--- src/rtl/psp_pkg.sv ---
// Constants shared by the pump serial port setup block.
// Assumes a single 20 MHz system clock.
package psp_pkg;
   localparam int          CLK_HZ          = 20_000_000;
   localparam int          NUM_PORTS       = 3;
   localparam int          PORT_PRI        = 0;
   localparam int          PORT_SEC        = 1;
   localparam int          PORT_ACC        = 2;
   // Line settings after reset
   localparam int          BAUD_DEF        = 9600;
   localparam logic [15:0] BIT_DIV_DEF     = 16'(CLK_HZ / BAUD_DEF);
   localparam logic        EIGHT_BITS_DEF  = 1'b1;
   localparam logic        TWO_STOP_DEF    = 1'b0;
   localparam logic        PARITY_EN_DEF   = 1'b0;
   localparam logic        PARITY_ODD_DEF  = 1'b0;
   // Multidrop addressing
   localparam logic [6:0]  NODE_ID_DEF     = 7'h01;
   localparam int          MAX_NODES       = 32;
   // Response hold-off, least time, rounded up
   localparam int          RESP_DELAY_MS   = 5;
   localparam int          RESP_DELAY_CYC  = (CLK_HZ / 1000) * RESP_DELAY_MS;
   // Loss-of-communication watchdog
   localparam int          MINUTE_S        = 60;
   localparam int          MINUTE_CYC      = CLK_HZ * MINUTE_S;
   localparam logic [8:0]  TIMEOUT_DEF_MIN = 9'h001;
   localparam logic [8:0]  TIMEOUT_MAX_MIN = 9'h1F4;
   // Operation command source
   typedef enum logic [1:0] {
      SRC_PARALLEL  = 2'h0,
      SRC_PRIMARY   = 2'h1,
      SRC_SECONDARY = 2'h2,
      SRC_ACCESSORY = 2'h3
   } psp_src_type;
   // Driver type of the RS485 capable ports
   typedef enum logic {
      DRV_SINGLE = 1'b0,
      DRV_MULTI  = 1'b1
   } psp_drv_type;
   localparam psp_src_type SRC_DEF         = SRC_PARALLEL;
   localparam psp_drv_type DRV_DEF         = DRV_SINGLE;
   // Serial engine states, Gray along the frame
   typedef enum logic [1:0] {
      SER_IDLE  = 2'b00,
      SER_START = 2'b01,
      SER_DATA  = 2'b11,
      SER_STOP  = 2'b10
   } psp_ser_type;
endpackage

--- src/rtl/psp_serial_port_setup.sv ---
// Serial interface of a vacuum pump controller: three serial ports,
// line and driver settings, multidrop id, operation source choice and
// loss-of-communication watchdog.
// Assumes framing and command decode sit outside and report per port.
//
// Operation
// - Three serial ports: primary, secondary, accessory.
// - Primary port works as RS232 or RS485 on one connector.
// - Secondary port works as RS485 only.
// - Driver type for primary and secondary ports: single-point or multi-point.
// - Multidrop node id 1 to 127, default 1, multidrop only.
// - At most 32 interface modules plus one host per bus.
// - Response starts no sooner than 5 ms after a received command.
// - Port choice contacts closed force parallel source, refuse serial operation.
// - Operation source: parallel, primary, secondary or accessory; default parallel.
// - Non-operation commands accepted on every port.
// - Running pump with silent source port gets failure and stop.
// - Timeout 0 to 500 minutes in one-minute steps.
// - Timeout zero disables the watchdog.
// - One timeout for all ports, default one minute.
// - Fieldbus option fitted disables secondary serial port.
`timescale 1ns/10ps
module psp_serial_port_setup #(
   parameter int RESP_DELAY_CYCLES = psp_pkg::RESP_DELAY_CYC,
   parameter int MINUTE_CYCLES     = psp_pkg::MINUTE_CYC
) (
   input  wire logic                    clk_sys,
   input  wire logic                    reset,
   // Line pins, index 0 primary, 1 secondary, 2 accessory
   input  wire logic [2:0]              rxd,
   output logic      [2:0]              txd,
   output logic      [2:0]              tx_drive_oe,
   // Settings, taken on cfg_load
   input  wire logic                    cfg_load,
   input  wire logic [15:0]             cfg_bit_div,
   input  wire logic                    cfg_eight_bits,
   input  wire logic                    cfg_two_stop,
   input  wire logic                    cfg_parity_en,
   input  wire logic                    cfg_parity_odd,
   input  wire logic                    cfg_primary_rs232,
   input  wire psp_pkg::psp_drv_type    cfg_primary_drv,
   input  wire psp_pkg::psp_drv_type    cfg_secondary_drv,
   input  wire logic [6:0]              cfg_node_id,
   input  wire psp_pkg::psp_src_type    cfg_op_source,
   input  wire logic [8:0]              cfg_timeout_min,
   // Straps and pump state
   input  wire logic                    port_choice_closed,
   input  wire logic                    fieldbus_fitted,
   input  wire logic                    pump_running,
   input  wire logic                    comm_fail_clear,
   // Received characters
   output logic      [23:0]             rx_data,
   output logic      [2:0]              rx_valid,
   output logic      [2:0]              rx_error,
   // Command report and gating
   input  wire logic [2:0]              cmd_done,
   input  wire logic                    cmd_is_operation,
   output logic      [2:0]              cmd_accept,
   // Response characters
   input  wire logic [23:0]             tx_data,
   input  wire logic [2:0]              tx_valid,
   output logic      [2:0]              tx_ready,
   // Status
   output psp_pkg::psp_src_type         op_source_active,
   output logic      [2:0]              multidrop_en,
   output logic      [6:0]              multidrop_node_id,
   output logic                         comm_fail,
   output logic                         pump_stop_req
);
   import psp_pkg::*;

   // Elaboration checks
   if (RESP_DELAY_CYCLES < 1 || MINUTE_CYCLES < 1) begin : g_bad_cfg
      $error("psp_serial_port_setup: cycle counts must be at least one");
   end

   logic [15:0]  bit_div_ff;
   logic         eight_bits_ff;
   logic         two_stop_ff;
   logic         parity_en_ff;
   logic         parity_odd_ff;
   logic         primary_rs232_ff;
   psp_drv_type  primary_drv_ff;
   psp_drv_type  secondary_drv_ff;
   logic [6:0]   node_id_ff;
   psp_src_type  op_source_ff;
   logic [8:0]   timeout_ff;
   logic [31:0]  tick_cnt_ff;
   logic [8:0]   minutes_ff;
   logic         comm_fail_ff;
   logic [2:0]   port_on;
   logic [2:0]   rx_line;
   logic [2:0]   tx_busy;
   logic [2:0]   tx_line;
   logic [2:0]   hold_off;
   logic [2:0]   src_hot;
   logic         serial_src;
   logic         wd_active;
   logic         activity;
   logic         minute_tick;
   logic         expired;
   logic [6:0]   nxt_node_id;
   logic [8:0]   nxt_timeout;

   // Settings take their documented defaults from reset
   assign nxt_node_id = (cfg_node_id == 7'h00) ? NODE_ID_DEF : cfg_node_id;
   assign nxt_timeout = (cfg_timeout_min > TIMEOUT_MAX_MIN) ?
                        TIMEOUT_MAX_MIN : cfg_timeout_min;

   always_ff @(posedge clk_sys or posedge reset) begin
      if (reset) begin
         bit_div_ff       <= BIT_DIV_DEF;
         eight_bits_ff    <= EIGHT_BITS_DEF;
         two_stop_ff      <= TWO_STOP_DEF;
         parity_en_ff     <= PARITY_EN_DEF;
         parity_odd_ff    <= PARITY_ODD_DEF;
         primary_rs232_ff <= 1'b0;
         primary_drv_ff   <= DRV_DEF;
         secondary_drv_ff <= DRV_DEF;
         node_id_ff       <= NODE_ID_DEF;
         op_source_ff     <= SRC_DEF;
         timeout_ff       <= TIMEOUT_DEF_MIN;
      end else if (cfg_load) begin
         bit_div_ff       <= (cfg_bit_div < 16'h0002) ? 16'h0002 : cfg_bit_div;
         eight_bits_ff    <= cfg_eight_bits;
         two_stop_ff      <= cfg_two_stop;
         parity_en_ff     <= cfg_parity_en;
         parity_odd_ff    <= cfg_parity_odd;
         primary_rs232_ff <= cfg_primary_rs232;
         primary_drv_ff   <= cfg_primary_drv;
         secondary_drv_ff <= cfg_secondary_drv;
         node_id_ff       <= nxt_node_id;
         op_source_ff     <= cfg_op_source;
         timeout_ff       <= nxt_timeout;
      end
   end

   // Port availability; fieldbus option takes the secondary connector
   assign port_on = {1'b1, ~fieldbus_fitted, 1'b1};

   // Multidrop only where the driver type asks for it; accessory never, primary even in RS232 mode
   assign multidrop_en      = {1'b0,
                               secondary_drv_ff == DRV_MULTI,
                               primary_drv_ff == DRV_MULTI};
   assign multidrop_node_id = node_id_ff;

   // Source choice with parallel override
   assign op_source_active = port_choice_closed ? SRC_PARALLEL : op_source_ff;
   assign serial_src       = (op_source_active != SRC_PARALLEL);
   assign src_hot          = {op_source_active == SRC_ACCESSORY,
                              op_source_active == SRC_SECONDARY,
                              op_source_active == SRC_PRIMARY};

   // Per-port engines, hold-off and gating
   for (genvar p = 0; p < NUM_PORTS; p++) begin : g_port
      logic [31:0] delay_ff;
      logic [7:0]  rx_byte;
      logic        rx_ok;
      logic        rx_bad;

      psp_uart_rx u_rx (
         .clk_sys    (clk_sys),
         .reset      (reset),
         .rxd        (rx_line[p]),
         .bit_div    (bit_div_ff),
         .eight_bits (eight_bits_ff),
         .parity_en  (parity_en_ff),
         .parity_odd (parity_odd_ff),
         .data_ff    (rx_byte),
         .valid_ff   (rx_ok),
         .err_ff     (rx_bad)
      );

      psp_uart_tx u_tx (
         .clk_sys    (clk_sys),
         .reset      (reset),
         .data       (tx_data[8*p +: 8]),
         .valid      (tx_valid[p] & ~hold_off[p] & port_on[p]),
         .ready      (),
         .bit_div    (bit_div_ff),
         .eight_bits (eight_bits_ff),
         .two_stop   (two_stop_ff),
         .parity_en  (parity_en_ff),
         .parity_odd (parity_odd_ff),
         .txd_ff     (tx_line[p]),
         .busy_ff    (tx_busy[p])
      );

      // Disabled port sees an idle line
      assign rx_line[p]          = rxd[p] | ~port_on[p];
      assign rx_data[8*p +: 8]   = rx_byte;
      assign rx_valid[p]         = rx_ok;
      assign rx_error[p]         = rx_bad;
      assign txd[p]              = tx_line[p];
      assign hold_off[p]         = (delay_ff != 32'h0000_0000);
      assign tx_ready[p]         = ~tx_busy[p] & ~hold_off[p] & port_on[p];

      // Operation commands only from the active source port
      assign cmd_accept[p] = cmd_done[p] & port_on[p] &
                             (~cmd_is_operation | src_hot[p]);

      // Response hold-off after each received command
      always_ff @(posedge clk_sys or posedge reset) begin
         if (reset) begin
            delay_ff <= 32'h0000_0000;
         end else if (cmd_done[p]) begin
            delay_ff <= 32'(RESP_DELAY_CYCLES);
         end else if (hold_off[p]) begin
            delay_ff <= delay_ff - 32'h0000_0001;
         end
      end
   end

   // RS485 drivers turn on only while sending; RS232 drives always
   assign tx_drive_oe = {1'b1,
                         tx_busy[PORT_SEC] & port_on[PORT_SEC],
                         primary_rs232_ff | tx_busy[PORT_PRI]};

   // Watchdog runs only with a serial source, a running pump, nonzero time
   assign wd_active   = pump_running & serial_src &
                        (timeout_ff != 9'h000);
   assign activity    = |(rx_valid & src_hot);
   assign minute_tick = (tick_cnt_ff == 32'(MINUTE_CYCLES - 1));
   assign expired     = wd_active & (minutes_ff >= timeout_ff);

   // Minute prescaler and minute count, restarted on traffic
   always_ff @(posedge clk_sys or posedge reset) begin
      if (reset) begin
         tick_cnt_ff <= 32'h0000_0000;
         minutes_ff  <= 9'h000;
      end else if (!wd_active || activity) begin
         tick_cnt_ff <= 32'h0000_0000;
         minutes_ff  <= 9'h000;
      end else if (minute_tick) begin
         tick_cnt_ff <= 32'h0000_0000;
         if (minutes_ff != TIMEOUT_MAX_MIN) begin
            minutes_ff <= minutes_ff + 9'h001;
         end
      end else begin
         tick_cnt_ff <= tick_cnt_ff + 32'h0000_0001;
      end
   end

   // Sticky failure; a new expiry wins over a clear
   always_ff @(posedge clk_sys or posedge reset) begin
      if (reset) begin
         comm_fail_ff <= 1'b0;
      end else if (expired) begin
         comm_fail_ff <= 1'b1;
      end else if (comm_fail_clear) begin
         comm_fail_ff <= 1'b0;
      end
   end

   assign comm_fail     = comm_fail_ff;
   assign pump_stop_req = comm_fail_ff;
endmodule

--- src/rtl/psp_uart_rx.sv ---
// Asynchronous serial character receiver, one per port.
// Assumes rxd is synchronous to clk_sys and idles high.
`timescale 1ns/10ps
module psp_uart_rx (
   input  wire logic        clk_sys,
   input  wire logic        reset,
   input  wire logic        rxd,
   input  wire logic [15:0] bit_div,
   input  wire logic        eight_bits,
   input  wire logic        parity_en,
   input  wire logic        parity_odd,
   output logic      [7:0]  data_ff,
   output logic             valid_ff,
   output logic             err_ff
);
   import psp_pkg::*;

   psp_ser_type state_ff;
   psp_ser_type nxt_state;
   logic [15:0] cnt_ff;
   logic [3:0]  bit_ff;
   logic [8:0]  shf_ff;
   logic        tick;
   logic [3:0]  nbits;
   logic [7:0]  dword;
   logic        par_bad;

   // Bit timing: half bit for start, full bits after
   assign tick    = (cnt_ff == 16'h0000);
   assign nbits   = 4'(eight_bits ? 8 : 7) + 4'(parity_en);
   assign dword   = eight_bits ? shf_ff[7:0] : {1'b0, shf_ff[6:0]};
   assign par_bad = parity_en &
                    ((^dword) ^ (eight_bits ? shf_ff[8] : shf_ff[7]) ^ parity_odd);

   // Frame sequencing, LSB first
   always_comb begin
      nxt_state = state_ff;
      unique case (state_ff)
         SER_IDLE:  if (!rxd) nxt_state = SER_START;
         SER_START: if (tick) nxt_state = rxd ? SER_IDLE : SER_DATA;
         SER_DATA:  if (tick && bit_ff == nbits - 4'h1) nxt_state = SER_STOP;
         SER_STOP:  if (tick) nxt_state = SER_IDLE;
      endcase
   end

   // Counters, shifter and result strobes
   always_ff @(posedge clk_sys or posedge reset) begin
      if (reset) begin
         state_ff <= SER_IDLE;
         cnt_ff   <= 16'h0000;
         bit_ff   <= 4'h0;
         shf_ff   <= 9'h000;
         data_ff  <= 8'h00;
         valid_ff <= 1'b0;
         err_ff   <= 1'b0;
      end else begin
         state_ff <= nxt_state;
         valid_ff <= 1'b0;
         err_ff   <= 1'b0;
         if (state_ff == SER_IDLE) begin
            cnt_ff <= {1'b0, bit_div[15:1]};
            bit_ff <= 4'h0;
         end else if (tick) begin
            cnt_ff <= bit_div - 16'h0001;
         end else begin
            cnt_ff <= cnt_ff - 16'h0001;
         end
         if (state_ff == SER_DATA && tick) begin
            shf_ff[bit_ff] <= rxd;
            bit_ff         <= bit_ff + 4'h1;
         end
         if (state_ff == SER_STOP && tick) begin
            data_ff  <= dword;
            valid_ff <= rxd & ~par_bad;
            err_ff   <= ~rxd | par_bad;
         end
      end
   end
endmodule

--- src/rtl/psp_uart_tx.sv ---
// Asynchronous serial character transmitter, one per port.
// Assumes the caller holds data while valid and ready are both high.
`timescale 1ns/10ps
module psp_uart_tx (
   input  wire logic        clk_sys,
   input  wire logic        reset,
   input  wire logic [7:0]  data,
   input  wire logic        valid,
   output logic             ready,
   input  wire logic [15:0] bit_div,
   input  wire logic        eight_bits,
   input  wire logic        two_stop,
   input  wire logic        parity_en,
   input  wire logic        parity_odd,
   output logic             txd_ff,
   output logic             busy_ff
);
   import psp_pkg::*;

   logic [11:0] frame_ff;
   logic [15:0] cnt_ff;
   logic [3:0]  left_ff;
   logic [7:0]  dword;
   logic        par;
   logic [11:0] frame;
   logic [3:0]  nbits;

   // Frame built as start, data, parity, stop
   assign ready = ~busy_ff;
   assign dword = eight_bits ? data : {1'b0, data[6:0]};
   assign par   = (^dword) ^ parity_odd;
   assign nbits = 4'(eight_bits ? 8 : 7) + 4'(parity_en) + 4'(two_stop) + 4'h2;
   assign frame = eight_bits ?
                  (parity_en ? {2'b11, par, dword, 1'b0} : {3'b111, dword, 1'b0}) :
                  (parity_en ? {3'b111, par, dword[6:0], 1'b0}
                             : {4'b1111, dword[6:0], 1'b0});

   // Shift one bit per bit time
   always_ff @(posedge clk_sys or posedge reset) begin
      if (reset) begin
         frame_ff <= 12'hFFF;
         cnt_ff   <= 16'h0000;
         left_ff  <= 4'h0;
         txd_ff   <= 1'b1;
         busy_ff  <= 1'b0;
      end else if (!busy_ff) begin
         if (valid) begin
            frame_ff <= frame;
            left_ff  <= nbits;
            cnt_ff   <= 16'h0000;
            busy_ff  <= 1'b1;
         end
      end else if (cnt_ff == 16'h0000) begin
         if (left_ff == 4'h0) begin
            busy_ff <= 1'b0;
            txd_ff  <= 1'b1;
         end else begin
            txd_ff   <= frame_ff[0];
            frame_ff <= {1'b1, frame_ff[11:1]};
            left_ff  <= left_ff - 4'h1;
            cnt_ff   <= bit_div - 16'h0001;
         end
      end else begin
         cnt_ff <= cnt_ff - 16'h0001;
      end
   end
endmodule

--- config.mk ---
export PLATFORM = sky130hd
export DESIGN_NAME = psp_serial_port_setup
export DESIGN_NICKNAME = d
export VERILOG_FILES = /design/src/rtl/psp_pkg.sv /design/src/rtl/psp_serial_port_setup.sv /design/src/rtl/psp_uart_rx.sv /design/src/rtl/psp_uart_tx.sv
export SDC_FILE = /design/constraint.sdc
export NUM_CORES = 1
export LEC_CHECK = 0
export ABC_AREA = 0
export BUFFER_PORTS_ARGS = -buffer_cell sky130_fd_sc_hd__buf_2
export CAP_MARGIN = 10
export CELL_PAD_IN_SITES_DETAIL_PLACEMENT = 0
export CELL_PAD_IN_SITES_GLOBAL_PLACEMENT = 1
export CORE_MARGIN = 1.5
export CORE_UTILIZATION = 40
export CTS_BUF_LIST = sky130_fd_sc_hd__clkbuf_4 sky130_fd_sc_hd__clkbuf_8
export CTS_CLUSTER_SIZE = 16
export DETAILED_ROUTE_END_ITERATION = 8
export GPL_TIMING_DRIVEN = 0
export PLACE_DENSITY_LB_ADDON = 0.1
export SLEW_MARGIN = 20
export SYNTH_ARGS = -nofsm -noshare
export SYNTH_HDL_FRONTEND = slang
export SYNTH_SLANG_ARGS = --single-unit
--- constraint.sdc ---
create_clock -name clk_sys -period 18.1 [get_ports clk_sys]
set_input_delay 2.715 -clock clk_sys [delete_from_list [all_inputs] [get_ports clk_sys]]
set_output_delay 2.715 -clock clk_sys [all_outputs]
set_load 0.05 [all_outputs]
## After elaboration in Yosys (flattened, before gate mapping)

Cells that the tools add are included.
W data, S select, Z words.

- $add $sub $neg: 22
- Magnitude comparators: 9
- Eq/ne operators: 38
- Multiplexer cells: 132
- Bitwise logic cells: 54
- Reduce and logical (&&, ||, !) cells: 64

Operator list:

| cell | count |
|---|---|
| $mux W16 | 19 |
| $mux W32 | 8 |
| $mux W12 | 15 |
| $sub A16 B1 Y16 const B | 7 |
| $logic_not A16 Y1 | 6 |
| $reduce_bool A32 Y1 | 3 |
| $sub A32 B1 Y32 const B | 3 |
| $mux W4 | 19 |
| $mux W9 | 7 |
| $mux W8 | 6 |
| $reduce_xor A8 Y1 | 6 |
| $add A32 B1 Y32 const B | 1 |
| $eq A32 B31 Y1 const B | 1 |
| $mux W2 | 16 |
| $mux W10 | 3 |
| $mux W1 | 29 |
| $bwmux W9 | 3 |
| $reduce_bool A2 Y1 | 13 |
| $pmux W2 S4 | 3 |
| $and A1 B1 Y1 | 22 |
| $ne A2 B1 Y1 const B | 9 |
| $ne A2 B2 Y1 const B | 9 |
| $eq A2 B2 Y1 const B | 8 |
| $lt A16 B2 Y1 const B | 1 |
| 30 further kinds | 102 |

- Register bits: 404
- Input port bits: 82
- Output and inout port bits: 56
- Word-level logic and storage cells: 372

## Logic depth before layout (Yosys ltp)

Gate-level depths: netlist of the first run.

- Depth after elaboration: 8
- Mapped depth: 11
- Depth with buffers taken out: 9

## Modules after synthesis

From an unflattened synthesis of the first run, not the netlist that was laid out.

- Cell total of the unflattened synthesis: 2,448
- Area, all modules: 23,094.6 sq um

Modules (own cells, without submodules):

| module | instances | cells an instance | area each (sq um) |
|---|---|---|---|
| psp_serial_port_setup | 1 | 903 | 8,937.3 |
| psp_uart_tx | 3 | 265 | 2,232.1 |
| psp_uart_rx at g_port[0].u_rx ... | 2 | 250 | 2,483.6 |
| psp_uart_rx at g_port[2].u_rx | 1 | 250 | 2,493.6 |

## Least setup slack after synthesis of the first run

Ideal clock, no wire load.

- Path type: input -> output
- Start point: input port port_choice_closed
- End point: output port cmd_accept[2]
- Arrival: 4.745 ns
- Data required time: 15.385 ns
- Path slack: 10.640 ns
- Cell stages on the path: 3
- Buffers on the path: 0
- Cell sequence: nor2b_1 nand2_1 a21boi_0

- Word-level cells in the longest chain between the ends: 4

Ends and longest elaborated chain:

| item | line | RTL |
|---|---|---|
| start: declaration | psp_serial_port_setup.sv:47 | `input wire logic port_choice_closed,` |
| $mux W2 | psp_serial_port_setup.sv:148 | `assign op_source_active = port_choice_closed ? SRC_PARALLEL : op_source_ff;` |
| $eq A2 B2 Y1 | psp_serial_port_setup.sv:150 | `assign src_hot = {op_source_active == SRC_ACCESSORY,` |
| $or A1 B1 Y1 | psp_serial_port_setup.sv:200 | `(~cmd_is_operation \| src_hot[p]);` |
| $and A1 B1 Y1 | psp_serial_port_setup.sv:199 | `assign cmd_accept[p] = cmd_done[p] & port_on[p] &` |
| end: declaration | psp_serial_port_setup.sv:58 | `output logic [2:0] cmd_accept,` |

No other way between the ends.

## Final worst setup path of the first run

- Start point: input port cmd_done[2]
- End point: output port cmd_accept[2]

- Word-level cells in the longest chain between the ends: 1

Ends and longest elaborated chain:

| item | line | RTL |
|---|---|---|
| start: declaration | psp_serial_port_setup.sv:56 | `input wire logic [2:0] cmd_done,` |
| $and A1 B1 Y1 | psp_serial_port_setup.sv:199 |  |

No other way between the ends.

==> results of run 1 <==
[flip-flops by register name (all words and copies together), names as in the netlist, 2 cells and up]
name / cells
g_port.u_rx.state_ff: 6
g_port.u_tx.busy_ff: 3
bit_div_ff: 16
g_port.u_rx.cnt_ff: 48
g_port.u_tx.txd_ff: 3
g_port.u_tx.frame_ff: 30
timeout_ff: 9
multidrop_node_id: 7
tick_cnt_ff: 32
g_port.u_rx.bit_ff: 12
g_port.u_rx.err_ff: 3
minutes_ff: 9
g_port.u_rx.valid_ff: 3
g_port.u_rx.shf_ff: 27
g_port.u_tx.left_ff: 12
op_source_ff: 2
g_port.u_tx.cnt_ff: 48
g_port.u_rx.data_ff: 24
g_port.delay_ff: 96
[cells in the final DEF (no fill, tap or decap), types with 9 or more instances in the layout]
cell      netlist  final
buf_2           8    141
dfstp_2        40     40
nor3b_1        14     14
nor2_1        281    281
nand3_1        82     82
nor4b_1        15     15
buf_4          15     15
mux2_2         77     77
mux2i_1        36     36
ha_1           47     47
and3_1         22     22
or3_1          30     30
a21oi_1       114    114
nand4_1        37     37
nand2b_1       34     34
nand2_1       211    211
o22ai_1        10     10
clkinv_2        0      9
o21ai_0       191    191
dfrtp_1       358    358
nor4_1         56     56
o31ai_1        13     12
clkbuf_1       87     86
xor2_1        105    104
nor3_1         75     75
or2_2          11     11
clkbuf_8        0    101
o211ai_1        9      9
inv_1          72     71
or4_1          22     22
a31oi_1         9      9
nand4b_1       12     12
clkbuf_4        0     22
nand3b_1       15     15
nor2b_1        15     15
xnor2_1       109    106
[layout make-up]
cell class | instances | share of cell area (%)
repair buffers | 137 | 3.077
clock buffers | 123 | 6.169
inverters | 72 | 1.102
flip-flops and latches | 398 | 39.71
diodes | 2 | 0.01985
clock inverters | 18 | 0.9033
multi-input cells | 1756 | 43.47
plain buffers | 118 | 2.094
well taps | 696 | 3.454
[metal layers]
layer	wire, µm	vias to the layer above
li1	-	8649
met1	29720	8860
met2	28350	392
met3	3251	86
met4	1269	2
met5	13	-
[cells by family (layout without fill, tap and decap cells)]
family	after synthesis	in the layout
and+or+nand+nor	965	965
muxes	113	113
xor gates and xnor gates	214	214
DFF	398	398
buffers and inverters	190	468
AOI/OAI and AO/OA	415	415
other	2	4
adders and majority gates	47	47
[how the worst min path moves through the flow]
stage / startpoint / endpoint / slack [ns] / cells past startpoint
floorplan: g_port[0].u_tx.frame_ff[9]$_DFFE_PP1P_ / g_port[0].u_tx.frame_ff[9]$_DFFE_PP1P_ / 0.44 / 2
global placement: g_port[0].u_tx.frame_ff[9]$_DFFE_PP1P_ / g_port[0].u_tx.frame_ff[9]$_DFFE_PP1P_ / 0.45 / 2
CTS: g_port[0].u_tx.frame_ff[9]$_DFFE_PP1P_ / g_port[0].u_tx.frame_ff[9]$_DFFE_PP1P_ / 0.46 / 2
finish: g_port[0].u_tx.frame_ff[9]$_DFFE_PP1P_ / g_port[0].u_tx.frame_ff[9]$_DFFE_PP1P_ / 0.46 / 2
detailed placement: g_port[0].u_tx.frame_ff[9]$_DFFE_PP1P_ / g_port[0].u_tx.frame_ff[9]$_DFFE_PP1P_ / 0.45 / 2
global route: g_port[0].u_tx.frame_ff[9]$_DFFE_PP1P_ / g_port[0].u_tx.frame_ff[9]$_DFFE_PP1P_ / 0.50 / 2
[power groups by stage]
stage | registers [mW] | logic (mW) | clock network (mW)
after floorplan | 1.05 | 0.258 | 0
after global placement | 1.06 | 0.351 | 0
after detailed placement | 1.06 | 0.360 | 0
after CTS | 1.05 | 0.362 | 1.06
after global routing | 1.06 | 0.401 | 1.11
final | 1.05 | 0.358 | 1.03
[worst register-to-register path: stages (launching register included)]
cell	delay (ns)
dfrtp_1	0.35
clkbuf_1	0.28
nor4_1	0.79
nand4_1	0.47
nor3_1	0.45
xor2_1	0.83
a22oi_1	0.22
a21oi_1	0.20
==> key figures, run 1 <==
Setup path
  • CP Capture Point: cmd_accept[2]
  • Largest stage delay, worst path: 0.67 ns
  • Worst EP arrival: 4.21 ns
  • WP data required: approximately 15 ns
  • Critical path class: primary input to output pin
  • Cell Chain, Critical Path: clkbuf_1 > clkbuf_1 > a21boi_0 > buf_2
  • WP buf/inv: 3
  • Capturing point of the worst reg2reg path: g_port[2].u_rx.cnt_ff[15]$_DFF_PP0_
  • CP max stage cell: clkbuf_1
  • Worst path most repeated cell: clkbuf_1
  • Worst-path fanout max: 10
  • Crit path launch: cmd_done[2]
  • R2r startpoint: bit_div_ff[2]$_DFFE_PP0P_
  • CP delay by family, top: buffers and inverters
  • Setup slack, reg-to-reg: ~14 ns
  • Worst setup SP type: primary input
  • FF-to-FF path depth: 7
  • Worst Setup End Kind: output pin
  • Crit path depth: 4

Cells and area
  • Post-Layout Cell Count: 3320
  • Nets: around 2700
  • Sequential cell area: between 10000 and 15000 µm²
  • Final Util: a little under half
  • Final Cell Area: between 20000 and 30000 µm²
  • Synth-to-layout area growth: 16.01%
  • Area of the multi-input gates: about 11000 µm²
  • Ratio of cells with drive above 1 in the final layout: 17.54%
  • Layout fillers: about 5200

Power and ir drop
  • P_leak: 10.48 nW
  • Comb pwr share: roughly 15%
  • Sw Ratio: just under 30%
  • Net Sw Power: 707.5 µW
  • Internal power: 1.734 mW
  • PwrDens: around 97 nW/µm²
  • Sequential share of power: 43.1%
  • Clock power frac: a little over two fifths
  • Tot Pwr: around 2.4 mW
  • Peak VDD IR: between 60 and 70 µV

Drt
  • DR pass1 iterations: 5
  • DR vias/cell: 5.418
  • Via Count: about 18000
  • Wire per inst: ~19 µm
  • Final wirelength: 62.60 mm
  • DR iter-0 viols: 1143
  • DR DRC count: 0
  • Post-route ant nets: 0

GRT
  • Grt peak-use layer: met2
  • Aggregate global-route resource usage: a little under a quarter
  • Largest net degree at the start of global routing: 100
  • Met2 Use GR: a little over a third
  • First-pass GRT wire length: 100.2 mm
  • Antenna violations before repair: 4
  • Met1 GRT Util: a little under a third
  • GRT overflow: 0
  • Met3 usage: approximately 4.2%
  • Vias in the first global route: about 18000

CTS
  • CTS HTree Levels: 3
  • Number of buffers created by CTS: 76
  • Post-CTS Resized: 0
  • Clock Sinks: between 300 and 400
  • Worst-case clock buffer depth: 3
  • Clock latency on the worst-skew pair: roughly 0.66 ns
  • Root buffer cell: clkbuf_8
  • Postcts setup bufs: 0
  • Hold_buf cts: 0
  • CTS clk-pin slew, worst paths: approximately 0.06 ns
  • CTS tree: done

Synth
  • Synth Area in Compound Gates: 11.00%
  • Synth area leaders: dfrtp_1 41%, nor2_1 4.9%, dfstp_2 4.8%, o21ai_0 4.4%, xnor2_1 4.4%
  • FF+latch count, synth: ~400
  • Synth Net Count: around 2500
  • Synth unique cells: 74
  • Post-synthesis mux area share: between 5 and 6%
  • Post-synthesis simple-gate area fraction: between 20% and 30%
  • Avg Synthesized Cell Area: approximately 9.3 µm²
  • Syn Inst Count: between 2000 and 2500
  • Number of synthesized flops with an enable pin: 0
  • Area share of the largest cell type after synthesis: 41.23%
  • Adder-Cell Fraction of Synth Area: 2.706%
  • Most frequent cell after synthesis: dfrtp_1
  • Main combinational cell family by area after synthesis: simple AND/OR/NAND/NOR gates
  • Post-synthesis sequential area ratio: between 40% and 50%
  • Async set-or-reset flop fraction in the synthesized netlist: 100.0%
  • Post-synth top cells: 358 x dfrtp_1, 281 x nor2_1, 211 x nand2_1
  • Xor/xnor share of the synthesized area: 8.625%
  • Synth area leader: dfrtp_1
  • Mapped Area: 21730 µm²
  • Yosys Warn Count: 0
  • Post-synth top flop: dfrtp_1

Floorplanning
  • Die W: approximately 240 µm
  • Initial core utilization: around 40%
  • Rows: 85
  • Die area: roughly 56000 µm²
  • Core area: between 50000 and 60000 µm²
  • # IOs: around 140
  • Die Y: between 200 and 250 µm

Timing
  • Max Clock Skew: about 0.028 ns
  • RSZ-0062 raised after global routing: false
  • Final Hold Viols: 0
  • Final Max Slew Viols: 0
  • Count of final setup violators: 0
  • Final period util: a little under two fifths
  • Worst slew margin: 24.99%
  • Fin crit period: 6.927 ns
  • Worst Setup Slack, final: ~11 ns
  • Slew @ Worst Pin: 1.117 ns
  • Setup TNS: 0 ns
  • Fin Hold WS: 0.4623 ns
  • Max Fclk: around 0.14 GHz

Status
  • Status: complete, no violations

Placed design
  • Gpl congestion: approximately 0.83
  • Setup slack at placement: about 11 ns
  • Placed cells: 3177
  • Number of port buffers: between 100 and 150
  • Post-Place Cell Area: 23420 µm²
  • Detailed placement HPWL: between 40 and 50 mm

Flow run
  • Max cap viols: 0

Min path
  • Worst Hold Class: register to register
Power figures use the tool's default switching activity.
==> run 2: changes to the inputs <==
==> constraint.sdc (replaced) <==
create_clock -name clk_sys -period 6.9 [get_ports clk_sys]
set_input_delay 1.035 -clock clk_sys [delete_from_list [all_inputs] [get_ports clk_sys]]
set_output_delay 1.035 -clock clk_sys [all_outputs]
set_load 0.05 [all_outputs]
==> run 2 against run 1 <==
Effect of this change: register-to-register slack worse by 11 ns; critical endpoint is now tx_ready[0]; clock skew down 0.0048 ns; combinational power rose to 2.7 times the previous value; critical path type is now register to output pin; count of clock-buffer cells in the layout down 1.
==> key figures, run 2 (synthesized netlist as in run 1, its figures left out) <==
Status
  • Status: complete, no violations

Cells and area
  • Layout fillers: approximately 5200
  • Most frequent cells in the layout: 358 x dfrtp_1, 281 x nor2_1, 211 x nand2_1
  • Final Util: approximately 47%
  • Ratio of cells with drive above 1 in the final layout: between 10% and 20%
  • Area of the multi-input gates: approximately 11000 µm²
  • Largest registers: g_port.delay_ff: 96 flops, g_port.u_rx.cnt_ff: 48 flops, g_port.u_tx.cnt_ff: 48 flops
  • Synth-to-layout area growth: 16.25%
  • Nets: 2699
  • Max reg flops: 96
  • Largest reg by FF count: g_port.delay_ff
  • Sequential cell area: ~10000 µm²
  • Most common cell after layout, fill and taps aside: dfrtp_1

Timing
  • Final period util: approximately 67%
  • Fin Hold WS: just under 0.4 ns
  • RSZ-0062 raised after global routing: false
  • Slew @ Worst Pin: between 1 and 1.5 ns
  • Setup TNS: 0 ns
  • Max Fclk: ~0.21 GHz
  • Worst slew margin: a little under a quarter
  • Count of final setup violators: 0
  • Final Hold Viols: 0
  • Max Clock Skew: about 0.023 ns
  • Final Max Slew Viols: 0
  • Fin crit period: 4.653 ns
  • Worst Setup Slack, final: around 2.2 ns

GRT
  • GRT overflow: 0
  • Aggregate global-route resource usage: 22.62%
  • Vias in the first global route: roughly 18000
  • Largest net degree at the start of global routing: 33
  • Antenna violations before repair: 4
  • First-pass GRT wire length: ~100 mm

Floorplanning
  • Die area: 55730 µm²
  • Rows: 85
  • # IOs: roughly 140
  • Core area: 53710 µm²
  • Die W: ~240 µm
  • Initial core utilization: 40.46%
  • Die Y: approximately 240 µm

CTS
  • Worst-case clock buffer depth: 3
  • CTS HTree Levels: 3
  • CTS tree: done
  • Postcts setup bufs: 0
  • Hold_buf cts: 0
  • Clock Sinks: between 300 and 400
  • Number of buffers created by CTS: between 70 and 80
  • Clock latency on the worst-skew pair: 0.66 ns
  • CTS clk-pin slew, worst paths: around 0.07 ns
  • Root buffer cell: clkbuf_8
  • Post-CTS Resized: 0

Power and ir drop
  • Sw Ratio: between 20% and 30%
  • Clock power frac: 40.4%
  • Sequential share of power: 44.2%
  • Comb pwr share: 15.4%
  • PwrDens: around 250 nW/µm²
  • Tot Pwr: between 6 and 7 mW
  • Net Sw Power: approximately 1.9 mW
  • Peak VDD IR: roughly 150 µV
  • Internal power: approximately 4.4 mW
  • P_leak: between 10 and 15 nW

Drt
  • Met1 WL: a little under 30 mm
  • DR vias/cell: between 5 and 6
  • Post-route ant nets: 0
  • DR iter-0 viols: 1218
  • Top Metal Used: met5
  • DR DRC count: 0
  • DR pass1 iterations: 5
  • WL met2: 28.37 mm
  • Final wirelength: 62.74 mm
  • Wire per inst: approximately 19 µm
  • WL met3: 3.730 mm
  • Via Count: around 18000

Setup path
  • WP data required: 5.86 ns
  • CP max stage cell: nor3b_1
  • Worst-path fanout max: 10
  • Crit path depth: 6
  • WP buf/inv: 2
  • Critical path class: register to output pin
  • Worst EP arrival: 3.62 ns
  • Cell Chain, Critical Path: or4_1 > nor3b_1 > nand4_1 > clkbuf_1 > nor2_1 > buf_2
  • FF-to-FF path depth: 7
  • Largest stage delay, worst path: 0.73 ns
  • Capturing point of the worst reg2reg path: g_port[2].u_rx.cnt_ff[15]$_DFF_PP0_
  • Worst setup SP type: register
  • R2r startpoint: bit_div_ff[2]$_DFFE_PP0P_
  • Setup slack, reg-to-reg: about 3.1 ns
  • Worst Setup End Kind: output pin
  • CP delay by family, top: simple AND/OR/NAND/NOR gates

Min path
  • Worst Hold Class: primary input to asynchronous set/reset pin

Placed design
  • Number of port buffers: about 130
  • Detailed placement HPWL: between 40 and 50 mm
  • Setup slack at placement: 2.933 ns
  • Gpl congestion: slightly above 0.8

Flow run
  • Max cap viols: 0
[run 2: changes by cell type in the layout (fill, tap and decap cells not counted), sizes merged]
cell,before,now
bufinv,5,1
buf,166,177
clkinvlp,2,4
inv,74,73
clkinv,9,12
clkbuf,212,211
[run 2: area by class of cell]
class | instances | area share [%]
multi-input cells | 1756 | 43.41
repair buffers | 148 | 3.789
well taps | 696 | 3.447
flip-flops and latches | 398 | 39.62
clock buffers | 122 | 6.027
inverters | 72 | 1.085
diodes | 2 | 0.01981
plain buffers | 118 | 2.085
clock inverters | 18 | 0.5151
[run 2: metal layers]
layer	vias up	global-route usage, %
met2	438	35.34
met4	4	6.686
li1	8675	-
met5	-	0
met3	115	5.102
met1	8892	31.28
[run 2: power groups by stage]
stage	registers, mW	clock network (mW)	logic, mW
floorplan	2.75	0	0.677
global placement	2.79	0	0.921
detailed placement	2.79	0	0.959
CTS	2.76	2.61	0.966
global route	2.79	2.71	1.07
finish	2.76	2.52	0.958
[run 2: worst max path at each step]
| stage | from | end | slack, ns |
|---|---|---|---|
| finish | g_port[0].delay_ff[24]$_DFFE_PP0P_ | tx_ready[0] | 2.25 |
| global placement | reset | g_port[1].delay_ff[4]$_DFFE_PP0P_ | -2.28 |
| floorplan | reset | bit_div_ff[10]$_DFFE_PP0P_ | 0.54 |
| detailed placement | g_port[0].delay_ff[24]$_DFFE_PP0P_ | tx_ready[0] | 2.93 |
| CTS | g_port[0].delay_ff[24]$_DFFE_PP0P_ | tx_ready[0] | 2.19 |
| global route | g_port[0].delay_ff[24]$_DFFE_PP0P_ | tx_ready[0] | 2.03 |
[run 2: through the flow]
stage                     cells  area (µm²)
after floorplan            2344       21730
after global placement     3173       23270
after detailed placement   3188       23600
after CTS                  3328       25250
after global routing       3329       25260
final                      3330       25260
